--- src/rrseq_defs.svh ---
// rrseq_defs.svh: offsets, field positions, codes and timing of the rate sequencer
// assumes: included by bare name from the package and design files
`ifndef RRSEQ_DEFS_SVH
`define RRSEQ_DEFS_SVH

// ****************************************
// apb register byte offsets; rrseq_apb decodes only ctrl, status and phase
// ****************************************
`define RRSEQ_OFF_CTRL      12'h000
`define RRSEQ_OFF_STATUS    12'h004
`define RRSEQ_OFF_CFG_ADDR  12'h008
`define RRSEQ_OFF_CFG_DATA  12'h00C
`define RRSEQ_OFF_RDATA     12'h010
`define RRSEQ_OFF_PHASE     12'h014

// ctrl fields
`define RRSEQ_CTRL_GO       0
`define RRSEQ_CTRL_TGT_LO   4
`define RRSEQ_CTRL_TGT_HI   5
`define RRSEQ_CTRL_INIT     8
`define RRSEQ_CTRL_RST      32'h0000_0000

// status fields
`define RRSEQ_ST_BUSY       0
`define RRSEQ_ST_DONE       1
`define RRSEQ_ST_CUR_LO     4
`define RRSEQ_ST_CUR_HI     5
`define RRSEQ_ST_LINK_LO    8
`define RRSEQ_ST_LINK_HI    11

// ****************************************
// link status word values
// ****************************************
`define RRSEQ_LINK_UP       4'h7
`define RRSEQ_LINK_PASS     4'hF

// ****************************************
// serdes attribute codes and on/off values
// ****************************************
`define RRSEQ_ATTR_SERDES   16'h0001
`define RRSEQ_ATTR_PHASE    16'h000E
`define RRSEQ_ATTR_LOOP     16'h0008
`define RRSEQ_ATTR_OFF      16'h0000
`define RRSEQ_ATTR_ON       16'h0001

// ****************************************
// timing
// ****************************************
`define RRSEQ_CLK_MHZ       20
`define RRSEQ_RST_NS        200

`endif

--- src/rrseq_pkg.sv ---
// rrseq_pkg.sv: types shared by the rate sequencer modules
// assumes: rrseq_defs.svh on the include path
package rrseq_pkg;
  `include "rrseq_defs.svh"

  // target line modes
  typedef enum logic [1:0] {
    RRSEQ_M24_FEC,
    RRSEQ_M24_NOFEC,
    RRSEQ_M10,
    RRSEQ_M98
  } rrseq_mode_t;

  // kinds of configuration access towards the phy
  typedef enum logic [2:0] {
    RRSEQ_OP_ATTR,
    RRSEQ_OP_ANALOG_RST,
    RRSEQ_OP_TX_RATIO,
    RRSEQ_OP_RX_RATIO,
    RRSEQ_OP_REPROG,
    RRSEQ_OP_CLR_STATS,
    RRSEQ_OP_PKTGEN,
    RRSEQ_OP_REFMUX
  } rrseq_op_t;
endpackage : rrseq_pkg

--- src/rrseq_cfg_if.sv ---
// rrseq_cfg_if.sv: one configuration access between sequencer and its port engine
// assumes: single clock domain, one outstanding request at a time
`timescale 1ns/1ns
`default_nettype none
interface rrseq_cfg_if;
  import rrseq_pkg::*;
  logic        req;
  rrseq_op_t   op;
  logic [15:0] code;
  logic [31:0] value;
  logic        ack;

  modport seq (output req, output op, output code, output value, input ack);
  modport eng (input req, input op, input code, input value, output ack);
endinterface : rrseq_cfg_if
`default_nettype wire

--- src/rrseq_cfg_port.sv ---
// rrseq_cfg_port.sv: turns one sequencer step into a handshake on the phy config port
// assumes: phy answers each cfg_req with cfg_done, any number of cycles later
`timescale 1ns/1ns
`default_nettype none
module rrseq_cfg_port
  import rrseq_pkg::*;
(
  // clock and reset
  input  wire logic   pclk,
  input  wire logic   presetn,
  // sequencer side
  rrseq_cfg_if.eng    cfg,
  // phy configuration port
  output logic        cfg_req,
  output logic [2:0]  cfg_op,
  output logic [15:0] cfg_code,
  output logic [31:0] cfg_value,
  input  wire logic   cfg_done
);

  logic busy_reg;
  logic ack_reg;

  // request held steady until the phy answers, then one-cycle ack
  always_ff @(posedge pclk or negedge presetn) begin
    if (!presetn) begin
      busy_reg  <= 1'b0;
      ack_reg   <= 1'b0;
      cfg_op    <= 3'h0;
      cfg_code  <= 16'h0000;
      cfg_value <= 32'h0000_0000;
    end else begin
      ack_reg <= 1'b0;
      if (!busy_reg && cfg.req && !ack_reg) begin
        busy_reg  <= 1'b1;
        cfg_op    <= cfg.op;
        cfg_code  <= cfg.code;
        cfg_value <= cfg.value;
      end else if (busy_reg && cfg_done) begin
        busy_reg <= 1'b0;
        ack_reg  <= 1'b1;
      end
    end
  end

  assign cfg_req = busy_reg;
  assign cfg.ack = ack_reg;

endmodule : rrseq_cfg_port
`default_nettype wire

--- src/rrseq_apb.sv ---
// rrseq_apb.sv: apb slave holding the sequencer's command and status registers
// assumes: apb3 master, zero wait states, 32-bit aligned words
`timescale 1ns/1ns
`default_nettype none
`include "rrseq_defs.svh"
module rrseq_apb
  import rrseq_pkg::*;
(
  // clock and reset
  input  wire logic        pclk,
  input  wire logic        presetn,
  // apb
  input  wire logic        psel,
  input  wire logic        penable,
  input  wire logic        pwrite,
  input  wire logic [11:0] paddr,
  input  wire logic [31:0] pwdata,
  output logic [31:0]      prdata,
  output logic             pready,
  output logic             pslverr,
  // to sequencer
  output logic             go_pulse,
  output logic             init_pulse,
  output rrseq_mode_t      target,
  output logic [31:0]      phase_val,
  // from sequencer
  input  wire logic [31:0] status_word
);

  logic        wr_en;
  logic        rd_en;
  logic        hit;
  logic [31:0] ctrl_reg;
  logic [31:0] phase_reg;

  assign wr_en = psel && penable && pwrite;
  // captured in setup so the word stands through the whole access phase
  assign rd_en = psel && !penable && !pwrite;
  assign hit   = (paddr == `RRSEQ_OFF_CTRL) || (paddr == `RRSEQ_OFF_STATUS)
              || (paddr == `RRSEQ_OFF_PHASE);
  assign pready  = 1'b1;
  assign pslverr = psel && penable && !hit;

  always_ff @(posedge pclk or negedge presetn) begin
    if (!presetn) begin
      ctrl_reg   <= `RRSEQ_CTRL_RST;
      phase_reg  <= 32'h0000_0000;
      go_pulse   <= 1'b0;
      init_pulse <= 1'b0;
      prdata     <= 32'h0000_0000;
    end else begin
      go_pulse   <= wr_en && (paddr == `RRSEQ_OFF_CTRL) && pwdata[`RRSEQ_CTRL_GO];
      init_pulse <= wr_en && (paddr == `RRSEQ_OFF_CTRL) && pwdata[`RRSEQ_CTRL_INIT];
      if (wr_en && paddr == `RRSEQ_OFF_CTRL) ctrl_reg <= pwdata & 32'h0000_0030;
      if (wr_en && paddr == `RRSEQ_OFF_PHASE) phase_reg <= pwdata;
      if (rd_en) begin
        case (paddr)
          `RRSEQ_OFF_CTRL:   prdata <= ctrl_reg;
          `RRSEQ_OFF_STATUS: prdata <= status_word;
          `RRSEQ_OFF_PHASE:  prdata <= phase_reg;
          default:           prdata <= 32'h0000_0000;
        endcase
      end
    end
  end

  assign target    = rrseq_mode_t'(ctrl_reg[`RRSEQ_CTRL_TGT_HI:`RRSEQ_CTRL_TGT_LO]);
  assign phase_val = phase_reg;

endmodule : rrseq_apb
`default_nettype wire

--- src/rate_reconfig_sequencer.sv ---
// rate_reconfig_sequencer.sv: host-side sequencer that brings up the phy and moves
// it between line rates, running a traffic test after start-up and after each rate change, in internal loopback after rate changes
// assumes: phy config port answers every request; status word synchronous to pclk
// Contract
// assert all resets, release config, tx, rx
// after serdes enable wait status 0x7
// clear counters, then enable packet generator
// wait status 0xF with checker pass
// disable generator after pass
// rate change: resets, then serdes off 0x0001
// analog reset before rate settings
// 24G/10G: rewrite tx ratio
// 24G/10G: rewrite rx ratio
// reprogram mac, fec, transceiver registers
// phase adjust, attribute 0x000E
// re-enable serdes with 0x0001
// internal loopback, attribute 0x0008
// release resets, repeat link test
// fec toggle at 24G skips ratios
// modes 24G fec, 24G, 10G, 9.8G
// 10G to 9.8G switches refclk mux
// refclk switch: ctrl clk alt, input, back
// one access at a time, strictly ordered
`timescale 1ns/1ns
`default_nettype none
`include "rrseq_defs.svh"
module rate_reconfig_sequencer
  import rrseq_pkg::*;
#(
  parameter int RST_HOLD_NS = `RRSEQ_RST_NS
)(
  // clock and reset
  input  wire logic        pclk,
  input  wire logic        presetn,
  // apb
  input  wire logic        psel,
  input  wire logic        penable,
  input  wire logic        pwrite,
  input  wire logic [11:0] paddr,
  input  wire logic [31:0] pwdata,
  output logic [31:0]      prdata,
  output logic             pready,
  output logic             pslverr,
  // phy resets
  output logic             config_reset_n,
  output logic             transmit_reset_n,
  output logic             receive_reset_n,
  // phy configuration port
  output logic             cfg_req,
  output logic [2:0]       cfg_op,
  output logic [15:0]      cfg_code,
  output logic [31:0]      cfg_value,
  input  wire logic        cfg_done,
  // link status word: {checker pass, core ready, rx_lock_flag, rx_coding_ready}
  input  wire logic [3:0]  link_status_word
);

  // ****************************************
  // timing
  // ****************************************
  localparam int RST_CYC_RAW = (RST_HOLD_NS * `RRSEQ_CLK_MHZ + 999) / 1000;
  localparam int RST_CYC     = (RST_CYC_RAW < 1) ? 1 : RST_CYC_RAW;
  localparam logic [7:0] RST_CYC_W = 8'(RST_CYC);

  // ****************************************
  // states
  // ****************************************
  typedef enum logic [4:0] {
    S_IDLE, S_ALL_RST, S_REL_CFG, S_REL_TXRX, S_SERDES_ON0,
    S_WAIT_UP, S_CLR, S_GEN_ON, S_WAIT_PASS, S_GEN_OFF,
    S_RC_RST, S_SERDES_OFF, S_MUX_ALT, S_MUX_IN, S_MUX_BACK,
    S_ANALOG, S_TXR, S_RXR, S_REPROG, S_PHASE, S_SERDES_ON,
    S_LOOP, S_RC_REL
  } rrseq_state_t;

  rrseq_state_t state_reg;
  rrseq_state_t state_next;
  rrseq_mode_t  cur_reg;
  rrseq_mode_t  tgt_reg;
  logic [7:0]   cnt_reg;
  logic         done_reg;
  logic         req_reg;
  logic         go_pulse;
  logic         init_pulse;
  rrseq_mode_t  target;
  logic [31:0]  phase_val;
  logic [31:0]  status_word;

  rrseq_cfg_if cfg_bus ();

  // ****************************************
  // register slave and port engine
  // ****************************************
  rrseq_apb u_apb (
    .pclk        (pclk),
    .presetn     (presetn),
    .psel        (psel),
    .penable     (penable),
    .pwrite      (pwrite),
    .paddr       (paddr),
    .pwdata      (pwdata),
    .prdata      (prdata),
    .pready      (pready),
    .pslverr     (pslverr),
    .go_pulse    (go_pulse),
    .init_pulse  (init_pulse),
    .target      (target),
    .phase_val   (phase_val),
    .status_word (status_word)
  );

  rrseq_cfg_port u_port (
    .pclk      (pclk),
    .presetn   (presetn),
    .cfg       (cfg_bus.eng),
    .cfg_req   (cfg_req),
    .cfg_op    (cfg_op),
    .cfg_code  (cfg_code),
    .cfg_value (cfg_value),
    .cfg_done  (cfg_done)
  );

  // ****************************************
  // decode
  // ****************************************
  logic busy;
  logic ratio_change;
  logic to_98;
  logic acked;
  logic hold_done;
  logic op_state;

  assign busy         = (state_reg != S_IDLE);
  // moves into or out of 10G need new ratios, except 10G to 9.8G; fec toggles at 24G and moves to 9.8G do not
  assign ratio_change = (cur_reg == RRSEQ_M10) != (tgt_reg == RRSEQ_M10)
                     && tgt_reg != RRSEQ_M98;
  assign to_98        = (tgt_reg == RRSEQ_M98);
  assign acked        = cfg_bus.ack;
  assign hold_done    = (cnt_reg == RST_CYC_W);
  assign status_word  = {20'h0_0000, link_status_word, 2'b00, cur_reg, 2'b00,
                         done_reg, busy};

  // ****************************************
  // next state
  // ****************************************
  always_comb begin
    state_next = state_reg;
    case (state_reg)
      S_IDLE: begin
        if (init_pulse) state_next = S_ALL_RST;
        else if (go_pulse && target != cur_reg) state_next = S_RC_RST;
      end
      S_ALL_RST:    if (hold_done) state_next = S_REL_CFG;
      S_REL_CFG:    if (hold_done) state_next = S_REL_TXRX;
      S_REL_TXRX:   if (hold_done) state_next = S_SERDES_ON0;
      S_SERDES_ON0: if (acked) state_next = S_WAIT_UP;
      S_WAIT_UP: begin
        if (link_status_word == `RRSEQ_LINK_UP) state_next = S_CLR;
      end
      S_CLR:        if (acked) state_next = S_GEN_ON;
      S_GEN_ON:     if (acked) state_next = S_WAIT_PASS;
      S_WAIT_PASS: begin
        if (link_status_word == `RRSEQ_LINK_PASS) state_next = S_GEN_OFF;
      end
      S_GEN_OFF:    if (acked) state_next = S_IDLE;
      S_RC_RST:     if (hold_done) state_next = S_SERDES_OFF;
      S_SERDES_OFF: if (acked) state_next = to_98 ? S_MUX_ALT : S_ANALOG;
      S_MUX_ALT:    if (acked) state_next = S_MUX_IN;
      S_MUX_IN:     if (acked) state_next = S_MUX_BACK;
      S_MUX_BACK:   if (acked) state_next = S_ANALOG;
      S_ANALOG:     if (acked) state_next = ratio_change ? S_TXR : S_REPROG;
      S_TXR:        if (acked) state_next = S_RXR;
      S_RXR:        if (acked) state_next = S_REPROG;
      S_REPROG:     if (acked) state_next = S_PHASE;
      S_PHASE:      if (acked) state_next = S_SERDES_ON;
      S_SERDES_ON:  if (acked) state_next = S_LOOP;
      S_LOOP:       if (acked) state_next = S_RC_REL;
      S_RC_REL:     if (hold_done) state_next = S_WAIT_UP;
      default:      state_next = S_IDLE;
    endcase
  end

  // ****************************************
  // request for the current step
  // ****************************************
  always_comb begin
    op_state       = 1'b1;
    cfg_bus.op     = RRSEQ_OP_ATTR;
    cfg_bus.code   = `RRSEQ_ATTR_SERDES;
    cfg_bus.value  = 32'h0000_0000;
    case (state_reg)
      S_SERDES_ON0, S_SERDES_ON: begin
        cfg_bus.value = {16'h0000, `RRSEQ_ATTR_ON};
      end
      S_SERDES_OFF: cfg_bus.value = {16'h0000, `RRSEQ_ATTR_OFF};
      S_CLR:        cfg_bus.op = RRSEQ_OP_CLR_STATS;
      S_GEN_ON: begin
        cfg_bus.op    = RRSEQ_OP_PKTGEN;
        cfg_bus.value = 32'h0000_0001;
      end
      S_GEN_OFF:    cfg_bus.op = RRSEQ_OP_PKTGEN;
      S_MUX_ALT, S_MUX_IN, S_MUX_BACK: begin
        // value 0: ctrl clock to alternate, 1: ref input, 2: ctrl clock back
        cfg_bus.op    = RRSEQ_OP_REFMUX;
        cfg_bus.value = (state_reg == S_MUX_ALT) ? 32'h0000_0000 :
                        (state_reg == S_MUX_IN)  ? 32'h0000_0001 : 32'h0000_0002;
      end
      S_ANALOG:     cfg_bus.op = RRSEQ_OP_ANALOG_RST;
      S_TXR: begin
        cfg_bus.op    = RRSEQ_OP_TX_RATIO;
        cfg_bus.value = {30'h0000_0000, tgt_reg};
      end
      S_RXR: begin
        cfg_bus.op    = RRSEQ_OP_RX_RATIO;
        cfg_bus.value = {30'h0000_0000, tgt_reg};
      end
      S_REPROG: begin
        cfg_bus.op    = RRSEQ_OP_REPROG;
        cfg_bus.value = {30'h0000_0000, tgt_reg};
      end
      S_PHASE: begin
        cfg_bus.code  = `RRSEQ_ATTR_PHASE;
        cfg_bus.value = phase_val;
      end
      S_LOOP: begin
        cfg_bus.code  = `RRSEQ_ATTR_LOOP;
        cfg_bus.value = 32'h0000_0001;
      end
      default: op_state = 1'b0;
    endcase
  end

  // one request per step; dropped on ack so the next step starts fresh
  assign cfg_bus.req = req_reg && op_state;

  // ****************************************
  // state and resets
  // ****************************************
  always_ff @(posedge pclk or negedge presetn) begin
    if (!presetn) begin
      state_reg <= S_IDLE;
      cur_reg   <= RRSEQ_M24_FEC;
      tgt_reg   <= RRSEQ_M24_FEC;
      cnt_reg   <= 8'h00;
      done_reg  <= 1'b0;
      req_reg   <= 1'b0;
    end else begin
      state_reg <= state_next;
      cnt_reg   <= (state_next != state_reg || hold_done) ? 8'h00 : cnt_reg + 8'h01;
      req_reg   <= (state_next == state_reg) && !acked;
      if (state_reg == S_IDLE && go_pulse && target != cur_reg) begin
        tgt_reg  <= target;
        done_reg <= 1'b0;
      end
      if (state_reg == S_IDLE && init_pulse) done_reg <= 1'b0;
      if (state_reg == S_GEN_OFF && acked) begin
        cur_reg  <= tgt_reg;
        done_reg <= 1'b1;
      end
    end
  end

  // resets held low until the start-up walk releases them, or S_RC_REL releases tx and rx
  always_ff @(posedge pclk or negedge presetn) begin
    if (!presetn) begin
      config_reset_n   <= 1'b0;
      transmit_reset_n <= 1'b0;
      receive_reset_n  <= 1'b0;
    end else begin
      case (state_reg)
        S_ALL_RST: begin
          config_reset_n   <= 1'b0;
          transmit_reset_n <= 1'b0;
          receive_reset_n  <= 1'b0;
        end
        S_REL_CFG:  config_reset_n <= 1'b1;
        S_REL_TXRX, S_RC_REL: begin
          transmit_reset_n <= 1'b1;
          receive_reset_n  <= 1'b1;
        end
        S_RC_RST: begin
          transmit_reset_n <= 1'b0;
          receive_reset_n  <= 1'b0;
        end
        default: begin
          config_reset_n   <= config_reset_n;
          transmit_reset_n <= transmit_reset_n;
          receive_reset_n  <= receive_reset_n;
        end
      endcase
    end
  end

endmodule : rate_reconfig_sequencer
`default_nettype wire

--- config.mk ---
export PLATFORM = sky130hd
export DESIGN_NAME = rate_reconfig_sequencer
export DESIGN_NICKNAME = d
export VERILOG_FILES = /design/src/rrseq_pkg.sv /design/src/rrseq_cfg_if.sv /design/src/rrseq_cfg_port.sv /design/src/rrseq_apb.sv /design/src/rate_reconfig_sequencer.sv
export VERILOG_INCLUDE_DIRS = /design/src
export SDC_FILE = /design/constraint.sdc
export NUM_CORES = 1
export LEC_CHECK = 0
export ABC_AREA = 1
export BUFFER_PORTS_ARGS = -buffer_cell sky130_fd_sc_hd__buf_2
export CORE_AREA = 10 10 120 144
export DETAILED_ROUTE_END_ITERATION = 7
export DIE_AREA = 0 0 130 154
export PLACE_DENSITY = 0.65
export SYNTH_ARGS = -nofsm -noshare
export SYNTH_HDL_FRONTEND = slang
export SYNTH_SLANG_ARGS = --single-unit
--- constraint.sdc ---
create_clock -name pclk -period 2.8 [get_ports pclk]
set_clock_uncertainty 0.2 [all_clocks]
set_input_delay 0.14 -clock pclk [delete_from_list [all_inputs] [get_ports pclk]]
set_output_delay 0.14 -clock pclk [all_outputs]
set_load 0.01 [all_outputs]
==> out/qor.txt, run 1 <==
DIE
--------------------------------------------------------------------------------------
Starting density of the core                                                     0.447
Core Box Area                                                              14,300 um^2
Full die area                                                              20,000 um^2
Chip height                                                                     154 um
I/O pin count                                                                      143
Row Count                                                                           48
Die width                                                                       130 um

HOLD PATH
--------------------------------------------------------------------------------------
Endpoint of the worst hold path                                           u_apb.prdata[4]$_DFFE_PN0P_
Hold crit path type                                                       primary input to register
Hold path start                                                               paddr[0]
Worst Hold Path Cells                                                                6

SETUP PATH
--------------------------------------------------------------------------------------
Worst reg2reg path depth                                                            12
CP Cell Sequence                                                          inv_4 -> nand2_1 -> nor2_1 -> nand2_1 -> nand2_1 -> nor3_1 -> nand4_1 -> nand2_2 -> inv_4 -> nand2_4 -> buf_12 -> nand2_1
Critical setup path kind                                                  register to register
Slowest Stage Delay on Critical Path                                           0.64 ns
Capture point of the worst reg-to-reg path                                u_port.cfg_code[2]$_DFFE_PN0P_
Kind of end point of the critical path                                        register
Setup slack of the most critical reg-to-reg path                               0.14 ns
Critical path arrival                                                          2.76 ns
Largest fanout on the critical path                                                 23
Most Frequent Cell on Critical Path                                       sky130_fd_sc_hd__nand2_1
Start of the worst register-to-register path                              state_reg[0]$_DFF_PN0_
Req. time, crit path                                                           2.90 ns
Cell at the slowest stage of the critical path                            sky130_fd_sc_hd__dfrtp_1
Category of the worst setup path launch point                                 register

SYNTHESIS
--------------------------------------------------------------------------------------
Most used flip-flop cell after synthesis                                  sky130_fd_sc_hd__dfrtp_1
Mean instance size in the synthesized netlist                                8.77 um^2
Share of flip-flops with an asynchronous set or reset after synthesis             1.00
Number of flops mapped to enable cells by yosys                                      0
Distinct cells, synth                                                               40
Syn Std Cell Area                                                            6380 um^2
Post-synthesis register bit count                                                  129
Ys Warns                                                                             0
Synthesized instance count                                                         728
Sequential-to-total area share from yosys stat                                   0.506

STA
--------------------------------------------------------------------------------------
Tightest slew margin relative to the limit                                       0.532
Final clock period utilization by the worst path                                 0.950
Count of final max-slew check failures                                               0
Post-route minimum period                                                      2.66 ns
Unrepaired setup endpoints after global routing                                     no
Final setup violation count                                                          0
Tightest Pin Transition                                                       0.703 ns
Final Hold Vio Count                                                                 0
Total Negative Setup Slacks                                                       0 ns
Fmax                                                                         0.376 GHz

CELLS AND AREA
--------------------------------------------------------------------------------------
Register area                                                                3230 um^2
Fillcell total                                                                   1,315
Number of nets at the end of the flow                                              970
Multi-input gate area                                                        2600 um^2
Antenna Diode Count                                                                  0
Area growth from synthesis to layout                                             30.0%
Layout cells sized above 1                                                       0.279

RUN STATUS
--------------------------------------------------------------------------------------
Status                                                                    complete, no violations

GRT
--------------------------------------------------------------------------------------
Total congestion overflow                                                            0
Largest net degree at the start of global routing                                  130
Number of global-route vias before repair                                        5,713
Overall routing resource usage                                                   0.197
Antenna violations before repair                                                     0
First-pass GRT wire length                                                     30.9 mm

CTS
--------------------------------------------------------------------------------------
TritonCTS clock tree                                                             built
Cells resized by post-CTS repair                                                     0
Clk sink count                                                                     129
Num CTS Buffers                                                                     17
Cell chosen for the clock root                                            sky130_fd_sc_hd__clkbuf_16
Cts hold-fix bufs                                                                   50
Clock latency on the worst-skew pair                                           0.42 ns
Max Buffers Root-to-Sink                                                             2
H-tree lvl count                                                                     4
CTS clk-pin slew, worst paths                                                  0.06 ns
# Post-CTS Setup Buffers                                                             0

POWER
--------------------------------------------------------------------------------------
Net Sw Frac                                                                      0.339
Power per cell area                                                        703 nW/um^2
Pwr Total                                                                    0.00584 W
Clock network fraction of design power                                           0.401
Comb pwr share                                                                   0.240
Static leakage                                                                 4.36 nW
Int Pwr                                                                      0.00386 W
Reported net switching power                                                 0.00198 W
Relative contribution of sequential cells to total power                         0.359
Worst ir drop on vdd                                                            425 uV

PLACED DESIGN
--------------------------------------------------------------------------------------
Weighted congestion reported at the end of routability-driven placement          0.992
Post-detail-place hpwl                                                         13.7 mm
Number of buffers added on ports                                                   129

DRT
--------------------------------------------------------------------------------------
Number of DRC markers in iteration 0                                               395
Number of routed nets with antenna violations                                        0
Detailed-route via count                                                         5,535
Mean routed wirelength per cell                                                17.4 um
TritonRoute pass-1 iters                                                             5
Total Routed Length                                                            19.2 mm
Total DRC errors in the routed layout                                                0
Ratio of routed vias to standard cells                                            5.02

JOB
--------------------------------------------------------------------------------------
Max cap viols                                                                        0

## routing by layer
layer	part of all wire	track usage	up-vias
met5	0	0	-
met3	0.069	0.0695	30
met1	0.42	0.232	2621
met4	0.024	0.0740	0
li1	-	-	2717
met2	0.49	0.321	167
## per-stage QoR
step / area (um^2) / util / cells / hold WS (ns) / worst slack (ns)
2_1_floorplan: 6430 / - / 739 / -0.356 / 0.852
3_3_place_gp: 7180 / 0.502 / 1020 / 0.113 / 0.227
3_5_place_dp: 7180 / 0.502 / 1020 / 0.106 / 0.243
4_1_cts: 8300 / 0.581 / 1102 / 0.0986 / 0.219
5_1_grt: 8300 / 0.581 / 1102 / 0.163 / 0.0323
6_report: 8300 / 0.581 / 1102 / 0.119 / 0.140
## worst max-delay path by stage
| stage | start | end | slack, ns | cells past startpoint |
|---|---|---|---|---|
| after floorplan | cnt_reg[0]$_DFF_PN0_ | cnt_reg[0]$_DFF_PN0_ | 0.85 | 12 |
| after global placement | state_reg[0]$_DFF_PN0_ | u_port.cfg_code[2]$_DFFE_PN0P_ | 0.23 | 12 |
| after detailed placement | state_reg[0]$_DFF_PN0_ | u_port.cfg_code[2]$_DFFE_PN0P_ | 0.24 | 12 |
| after CTS | paddr[1] | u_apb.prdata[25]$_DFFE_PN0P_ | 0.22 | 7 |
| after global routing | paddr[1] | u_apb.prdata[25]$_DFFE_PN0P_ | 0.03 | 7 |
| final | state_reg[0]$_DFF_PN0_ | u_port.cfg_code[2]$_DFFE_PN0P_ | 0.14 | 12 |
## final cells by class
type                    instances  share of cell area
inverters                      93              0.0426
flip-flops and latches        129               0.389
clock buffers                  17              0.0512
multi-input cells             480               0.313
well taps                     175              0.0264
repair buffers                193               0.154
clock inverters                15              0.0238
## critical path, delay by kind of cell, from the launching register on
family / cells / cell delay (ns)
buf+inv: 3 / 0.41
flops: 1 / 0.64
simple gates: 9 / 1.28
## logic make-up after synthesis
family                   count (synthesis)  synth area share
other                                    2           0.00118
buffers and inverters                  130            0.0937
flip-flops                             129             0.506
AND/OR/NAND/NOR                        320             0.218
XOR/XNOR                                 8            0.0110
multiplexers                            28            0.0494
adder cells (fa/ha/maj)                  2           0.00392
AO/OA/AOI/OAI                          109             0.117
## cells in the final DEF (no fill, tap or decap), types with 4 or more instances in the layout
master,count
sky130_fd_sc_hd__o21ai_0,34
sky130_fd_sc_hd__nor2_2,6
sky130_fd_sc_hd__inv_1,84
sky130_fd_sc_hd__xor2_1,4
sky130_fd_sc_hd__nand2_2,5
sky130_fd_sc_hd__a21oi_1,5
sky130_fd_sc_hd__inv_2,6
sky130_fd_sc_hd__inv_6,6
sky130_fd_sc_hd__mux2_2,27
sky130_fd_sc_hd__o22ai_1,8
sky130_fd_sc_hd__o31ai_1,25
sky130_fd_sc_hd__conb_1,13
sky130_fd_sc_hd__nand3_1,26
sky130_fd_sc_hd__nand4_1,12
sky130_fd_sc_hd__buf_2,128
sky130_fd_sc_hd__xnor2_1,4
sky130_fd_sc_hd__nand2_1,176
sky130_fd_sc_hd__buf_4,13
sky130_fd_sc_hd__dfrtp_1,129
sky130_fd_sc_hd__nor3_1,12
sky130_fd_sc_hd__clkbuf_16,17
sky130_fd_sc_hd__nor2_1,69
sky130_fd_sc_hd__o21ai_2,29
sky130_fd_sc_hd__dlygate4sd3_1,50
## power by group through the flow
stage	Combinational, W	Sequential (W)	Clock (W)
floorplan	0.000947	0.00210	0
global placement	0.00136	0.00212	0
detailed placement	0.00135	0.00213	0
CTS	0.00140	0.00209	0.00238
global route	0.00156	0.00211	0.00247
finish	0.00140	0.00209	0.00234
## cell usage after synthesis (6+ instances only)
| library cell | instances | area [um^2] |
|---|---|---|
| sky130_fd_sc_hd__buf_2 | 6 | 30.0 |
| sky130_fd_sc_hd__o21ai_2 | 29 | 254 |
| sky130_fd_sc_hd__nand4_1 | 12 | 75.1 |
| sky130_fd_sc_hd__nor2_1 | 69 | 259 |
| sky130_fd_sc_hd__inv_2 | 6 | 22.5 |
| sky130_fd_sc_hd__nand3_1 | 26 | 130 |
| sky130_fd_sc_hd__o22ai_1 | 8 | 50.1 |
| sky130_fd_sc_hd__nand2_1 | 176 | 661 |
| sky130_fd_sc_hd__dfrtp_1 | 129 | 3230 |
| sky130_fd_sc_hd__nor3_1 | 12 | 60.1 |
| sky130_fd_sc_hd__inv_1 | 85 | 319 |
| sky130_fd_sc_hd__o21ai_0 | 34 | 170 |
| sky130_fd_sc_hd__nor2_2 | 6 | 37.5 |
| sky130_fd_sc_hd__buf_4 | 16 | 120 |
| sky130_fd_sc_hd__clkbuf_1 | 10 | 37.5 |
| sky130_fd_sc_hd__o31ai_1 | 25 | 188 |
| sky130_fd_sc_hd__mux2_2 | 27 | 304 |
No activity file was read; power rests on OpenSTA's default activity.
==> run 2: changes to the inputs <==
PLACE_DENSITY = not set   (was 0.65)
PLACE_DENSITY_LB_ADDON = 0.1   (was not set)
==> run 2 against run 1 <==
Net effect: core utilization fell by 0.34 points; sequential power barely moved; critical path depth rose by 1; setup slack improved by 0.0056 ns; clock power fell by 5%; routed wire length rose by 4.8%; clock-buffer cell count rose by 4; critical endpoint is now u_port.cfg_value[12]$_DFFE_PN0P_; largest power group unchanged; highest routed layer unchanged.
==> out/qor.txt, run 2 (synthesis gave the netlist of run 1 again) <==
SETUP PATH
--------------------------------------------------------------------------------------
Capture point of the worst reg-to-reg path                                u_port.cfg_value[12]$_DFFE_PN0P_   was u_port.cfg_code[2]$_DFFE_PN0P_
Critical setup path kind                                                  register to register   unchanged
Critical path arrival                                                          2.79 ns   was 2.76 ns
Start of the worst register-to-register path                              state_reg[0]$_DFF_PN0_   unchanged
Setup slack of the most critical reg-to-reg path                               0.15 ns   was 0.14 ns
Kind of end point of the critical path                                        register   unchanged
CP Cell Sequence                                                          inv_4 -> nor2_2 -> nand3_1 -> nand2_1 -> nor2_1 -> nand2_1 -> inv_1 -> nand4_1 -> nand2_2 -> inv_4 -> nand2_4 -> buf_4 -> o21ai_2   was inv_4 -> nand2_1 -> nor2_1 -> nand2_1 -> nand2_1 -> nor3_1 -> nand4_1 -> nand2_2 -> inv_4 -> nand2_4 -> buf_12 -> nand2_1
Cell at the slowest stage of the critical path                            sky130_fd_sc_hd__dfrtp_1   unchanged
Kind of cell adding the most delay to the critical path                   simple AND/OR/NAND/NOR gates   unchanged
Category of the worst setup path launch point                                 register   unchanged
Slowest Stage Delay on Critical Path                                           0.61 ns   was 0.64 ns
Critical path buffer and inverter count                                              4   was 3
Worst reg2reg path depth                                                            13   was 12
Largest fanout on the critical path                                                  9   was 23
Req. time, crit path                                                           2.94 ns   was 2.90 ns

CELLS AND AREA
--------------------------------------------------------------------------------------
Area growth from synthesis to layout                                             29.3%   was 30.0%
Commonest cells after routing, fill and taps aside                        sky130_fd_sc_hd__nand2_1 (176), sky130_fd_sc_hd__dfrtp_1 (129), sky130_fd_sc_hd__buf_2 (128), sky130_fd_sc_hd__inv_1 (84), sky130_fd_sc_hd__nor2_1 (69)   unchanged
Antenna Diode Count                                                                  0   unchanged
Number of nets at the end of the flow                                              969   was 970
Most common cell after layout, fill and taps aside                        sky130_fd_sc_hd__nand2_1   unchanged
Post-layout utilization of the core                                              0.577   was 0.581
Layout cells sized above 1                                                       0.285   was 0.279

DIE
--------------------------------------------------------------------------------------
Core Box Area                                                              14,300 um^2   unchanged
Full die area                                                              20,000 um^2   unchanged
I/O pin count                                                                      143   unchanged
Die width                                                                       130 um   unchanged
Row Count                                                                           48   unchanged
Starting density of the core                                                     0.447   unchanged
Chip height                                                                     154 um   unchanged

GRT
--------------------------------------------------------------------------------------
Overall routing resource usage                                                   0.205   was 0.197
Antenna violations before repair                                                     0   unchanged
First-pass GRT wire length                                                     31.9 mm   was 30.9 mm
Total congestion overflow                                                            0   unchanged
Number of global-route vias before repair                                        5,910   was 5,713
Largest net degree at the start of global routing                                   59   was 130

STA
--------------------------------------------------------------------------------------
Post-route minimum period                                                      2.65 ns   was 2.66 ns
Tightest Pin Transition                                                       0.967 ns   was 0.703 ns
Count of final max-slew check failures                                               0   unchanged
Fmax                                                                         0.377 GHz   was 0.376 GHz
Unrepaired setup endpoints after global routing                                     no   unchanged
Tightest slew margin relative to the limit                                       0.354   was 0.532
Final setup violation count                                                          0   unchanged
Final Hold Vio Count                                                                 0   unchanged
Minimum setup slack in the final design                                       0.146 ns   was 0.140 ns
Final clock period utilization by the worst path                                 0.948   was 0.950
Total Negative Setup Slacks                                                       0 ns   unchanged

CTS
--------------------------------------------------------------------------------------
TritonCTS clock tree                                                             built   unchanged
# Post-CTS Setup Buffers                                                             0   unchanged
Max Buffers Root-to-Sink                                                             2   unchanged
Clock latency on the worst-skew pair                                           0.41 ns   was 0.42 ns
Cell chosen for the clock root                                            sky130_fd_sc_hd__clkbuf_16   unchanged
Clk sink count                                                                     129   unchanged
Num CTS Buffers                                                                     17   unchanged
CTS clk-pin slew, worst paths                                                  0.05 ns   was 0.06 ns
H-tree lvl count                                                                     4   unchanged
Cells resized by post-CTS repair                                                     0   unchanged

DRT
--------------------------------------------------------------------------------------
Number of routed nets with antenna violations                                        0   unchanged
Total Routed Length                                                            20.1 mm   was 19.2 mm
TritonRoute pass-1 iters                                                             5   unchanged
Detailed-route via count                                                         5,688   was 5,535
Mean routed wirelength per cell                                                18.2 um   was 17.4 um
Ratio of routed vias to standard cells                                            5.17   was 5.02
Number of DRC markers in iteration 0                                               404   was 395
Total DRC errors in the routed layout                                                0   unchanged

PLACED DESIGN
--------------------------------------------------------------------------------------
Number of buffers added on ports                                                   129   unchanged
Weighted congestion reported at the end of routability-driven placement           1.06   was 0.992
Post-Place Worst Slack                                                        0.206 ns   was 0.243 ns
Post-detail-place hpwl                                                         15.1 mm   was 13.7 mm

POWER
--------------------------------------------------------------------------------------
Int Pwr                                                                      0.00384 W   was 0.00386 W
Relative contribution of sequential cells to total power                         0.361   was 0.359
Comb pwr share                                                                   0.257   was 0.240
Power per cell area                                                        704 nW/um^2   was 703 nW/um^2
Static leakage                                                                 4.35 nW   was 4.36 nW
Clock network fraction of design power                                           0.382   was 0.401
Worst ir drop on vdd                                                            423 uV   was 425 uV
Net Sw Frac                                                                      0.339   about the same
Reported net switching power                                                 0.00197 W   was 0.00198 W

HOLD PATH
--------------------------------------------------------------------------------------
Hold crit path type                                                       primary input to register   unchanged
Hold path start                                                               paddr[2]   was paddr[0]
Endpoint of the worst hold path                                           u_apb.go_pulse$_DFF_PN0_   was u_apb.prdata[4]$_DFFE_PN0P_
Worst Hold Path Cells                                                                4   was 6

RUN STATUS
--------------------------------------------------------------------------------------
Status                                                                    complete, no violations   unchanged

JOB
--------------------------------------------------------------------------------------
Max cap viols                                                                        0   unchanged

[run 2: cell types whose count changed in the layout (fill, tap and decap cells not counted)]
cell | previous run | this run
sky130_fd_sc_hd__dlygate4sd3_1 | 50 | 44
sky130_fd_sc_hd__clkinv_8 | 1 | 0
sky130_fd_sc_hd__buf_4 | 13 | 18
sky130_fd_sc_hd__bufinv_16 | 3 | 2
sky130_fd_sc_hd__clkinv_2 | 1 | 3
sky130_fd_sc_hd__clkinv_1 | 1 | 0
sky130_fd_sc_hd__inv_2 | 6 | 7
sky130_fd_sc_hd__clkbuf_8 | 0 | 3
sky130_fd_sc_hd__clkbuf_1 | 0 | 1
sky130_fd_sc_hd__inv_6 | 6 | 2
[run 2: what timing repair did]
action / 4_1_cts / 5_1_grt
endpoints found under the hold margin: 106 / 0
setup endpoints to repair: 0 / 0
hold buffers: 44 / 0
[run 2: worst max-delay path by stage]
stage,cells past startpoint,end,start
finish,13,u_port.cfg_value[12]$_DFFE_PN0P_,state_reg[0]$_DFF_PN0_
global route,13,u_port.cfg_value[12]$_DFFE_PN0P_,state_reg[0]$_DFF_PN0_
CTS,13,u_port.cfg_value[31]$_DFFE_PN0P_,state_reg[0]$_DFF_PN0_
detailed placement,13,u_port.cfg_value[12]$_DFFE_PN0P_,state_reg[0]$_DFF_PN0_
global placement,13,u_port.cfg_value[14]$_DFFE_PN0P_,state_reg[0]$_DFF_PN0_
floorplan,12,cnt_reg[0]$_DFF_PN0_,cnt_reg[0]$_DFF_PN0_
[run 2: per-stage QoR]
| stage | instance area [um^2] | hold slack (ns) | power [W] | instances |
|---|---|---|---|---|
| floorplan | 6430 | -0.356 | 0.00305 | 739 |
| global placement | 7220 | -0.0421 | 0.00359 | 1025 |
| detailed placement | 7220 | -0.0331 | 0.00356 | 1025 |
| CTS | 8250 | 0.0281 | 0.00584 | 1101 |
| global route | 8250 | 0.0671 | 0.00612 | 1101 |
| finish | 8250 | 0.0526 | 0.00581 | 1101 |
[run 2: routing by layer]
metal,global-route usage,vias to the layer above,share of wire
met5,0,-,0
met1,0.229,2727,0.39
li1,-,2722,-
met3,0.0581,43,0.057
met2,0.355,196,0.52
met4,0.0842,0,0.035
[run 2: power groups by stage]
stage	sequential, W	clock, W	combinational, W
floorplan	0.00210	0	0.000947
global placement	0.00213	0	0.00146
detailed placement	0.00213	0	0.00143
CTS	0.00210	0.00226	0.00148
global route	0.00211	0.00236	0.00165
finish	0.00210	0.00222	0.00149
[run 2: final cells by class]
cell class	instances	area, um^2
clock inverters	11	126
multi-input cells	480	2600
well taps	175	219
repair buffers	192	1260
flip-flops and latches	129	3230
inverters	93	354
clock buffers	21	470
fillers	1301	6040
[run 2: worst register-to-register path: stages, from the launching register on]
cell and delay (ns):
sky130_fd_sc_hd__dfrtp_1 0.61, sky130_fd_sc_hd__inv_4 0.11, sky130_fd_sc_hd__nor2_2 0.28, sky130_fd_sc_hd__nand3_1 0.19, sky130_fd_sc_hd__nand2_1 0.12, sky130_fd_sc_hd__nor2_1 0.05, sky130_fd_sc_hd__nand2_1 0.08, sky130_fd_sc_hd__inv_1 0.05
sky130_fd_sc_hd__nand4_1 0.16, sky130_fd_sc_hd__nand2_2 0.13, sky130_fd_sc_hd__inv_4 0.13, sky130_fd_sc_hd__nand2_4 0.13, sky130_fd_sc_hd__buf_4 0.22, sky130_fd_sc_hd__o21ai_2 0.12
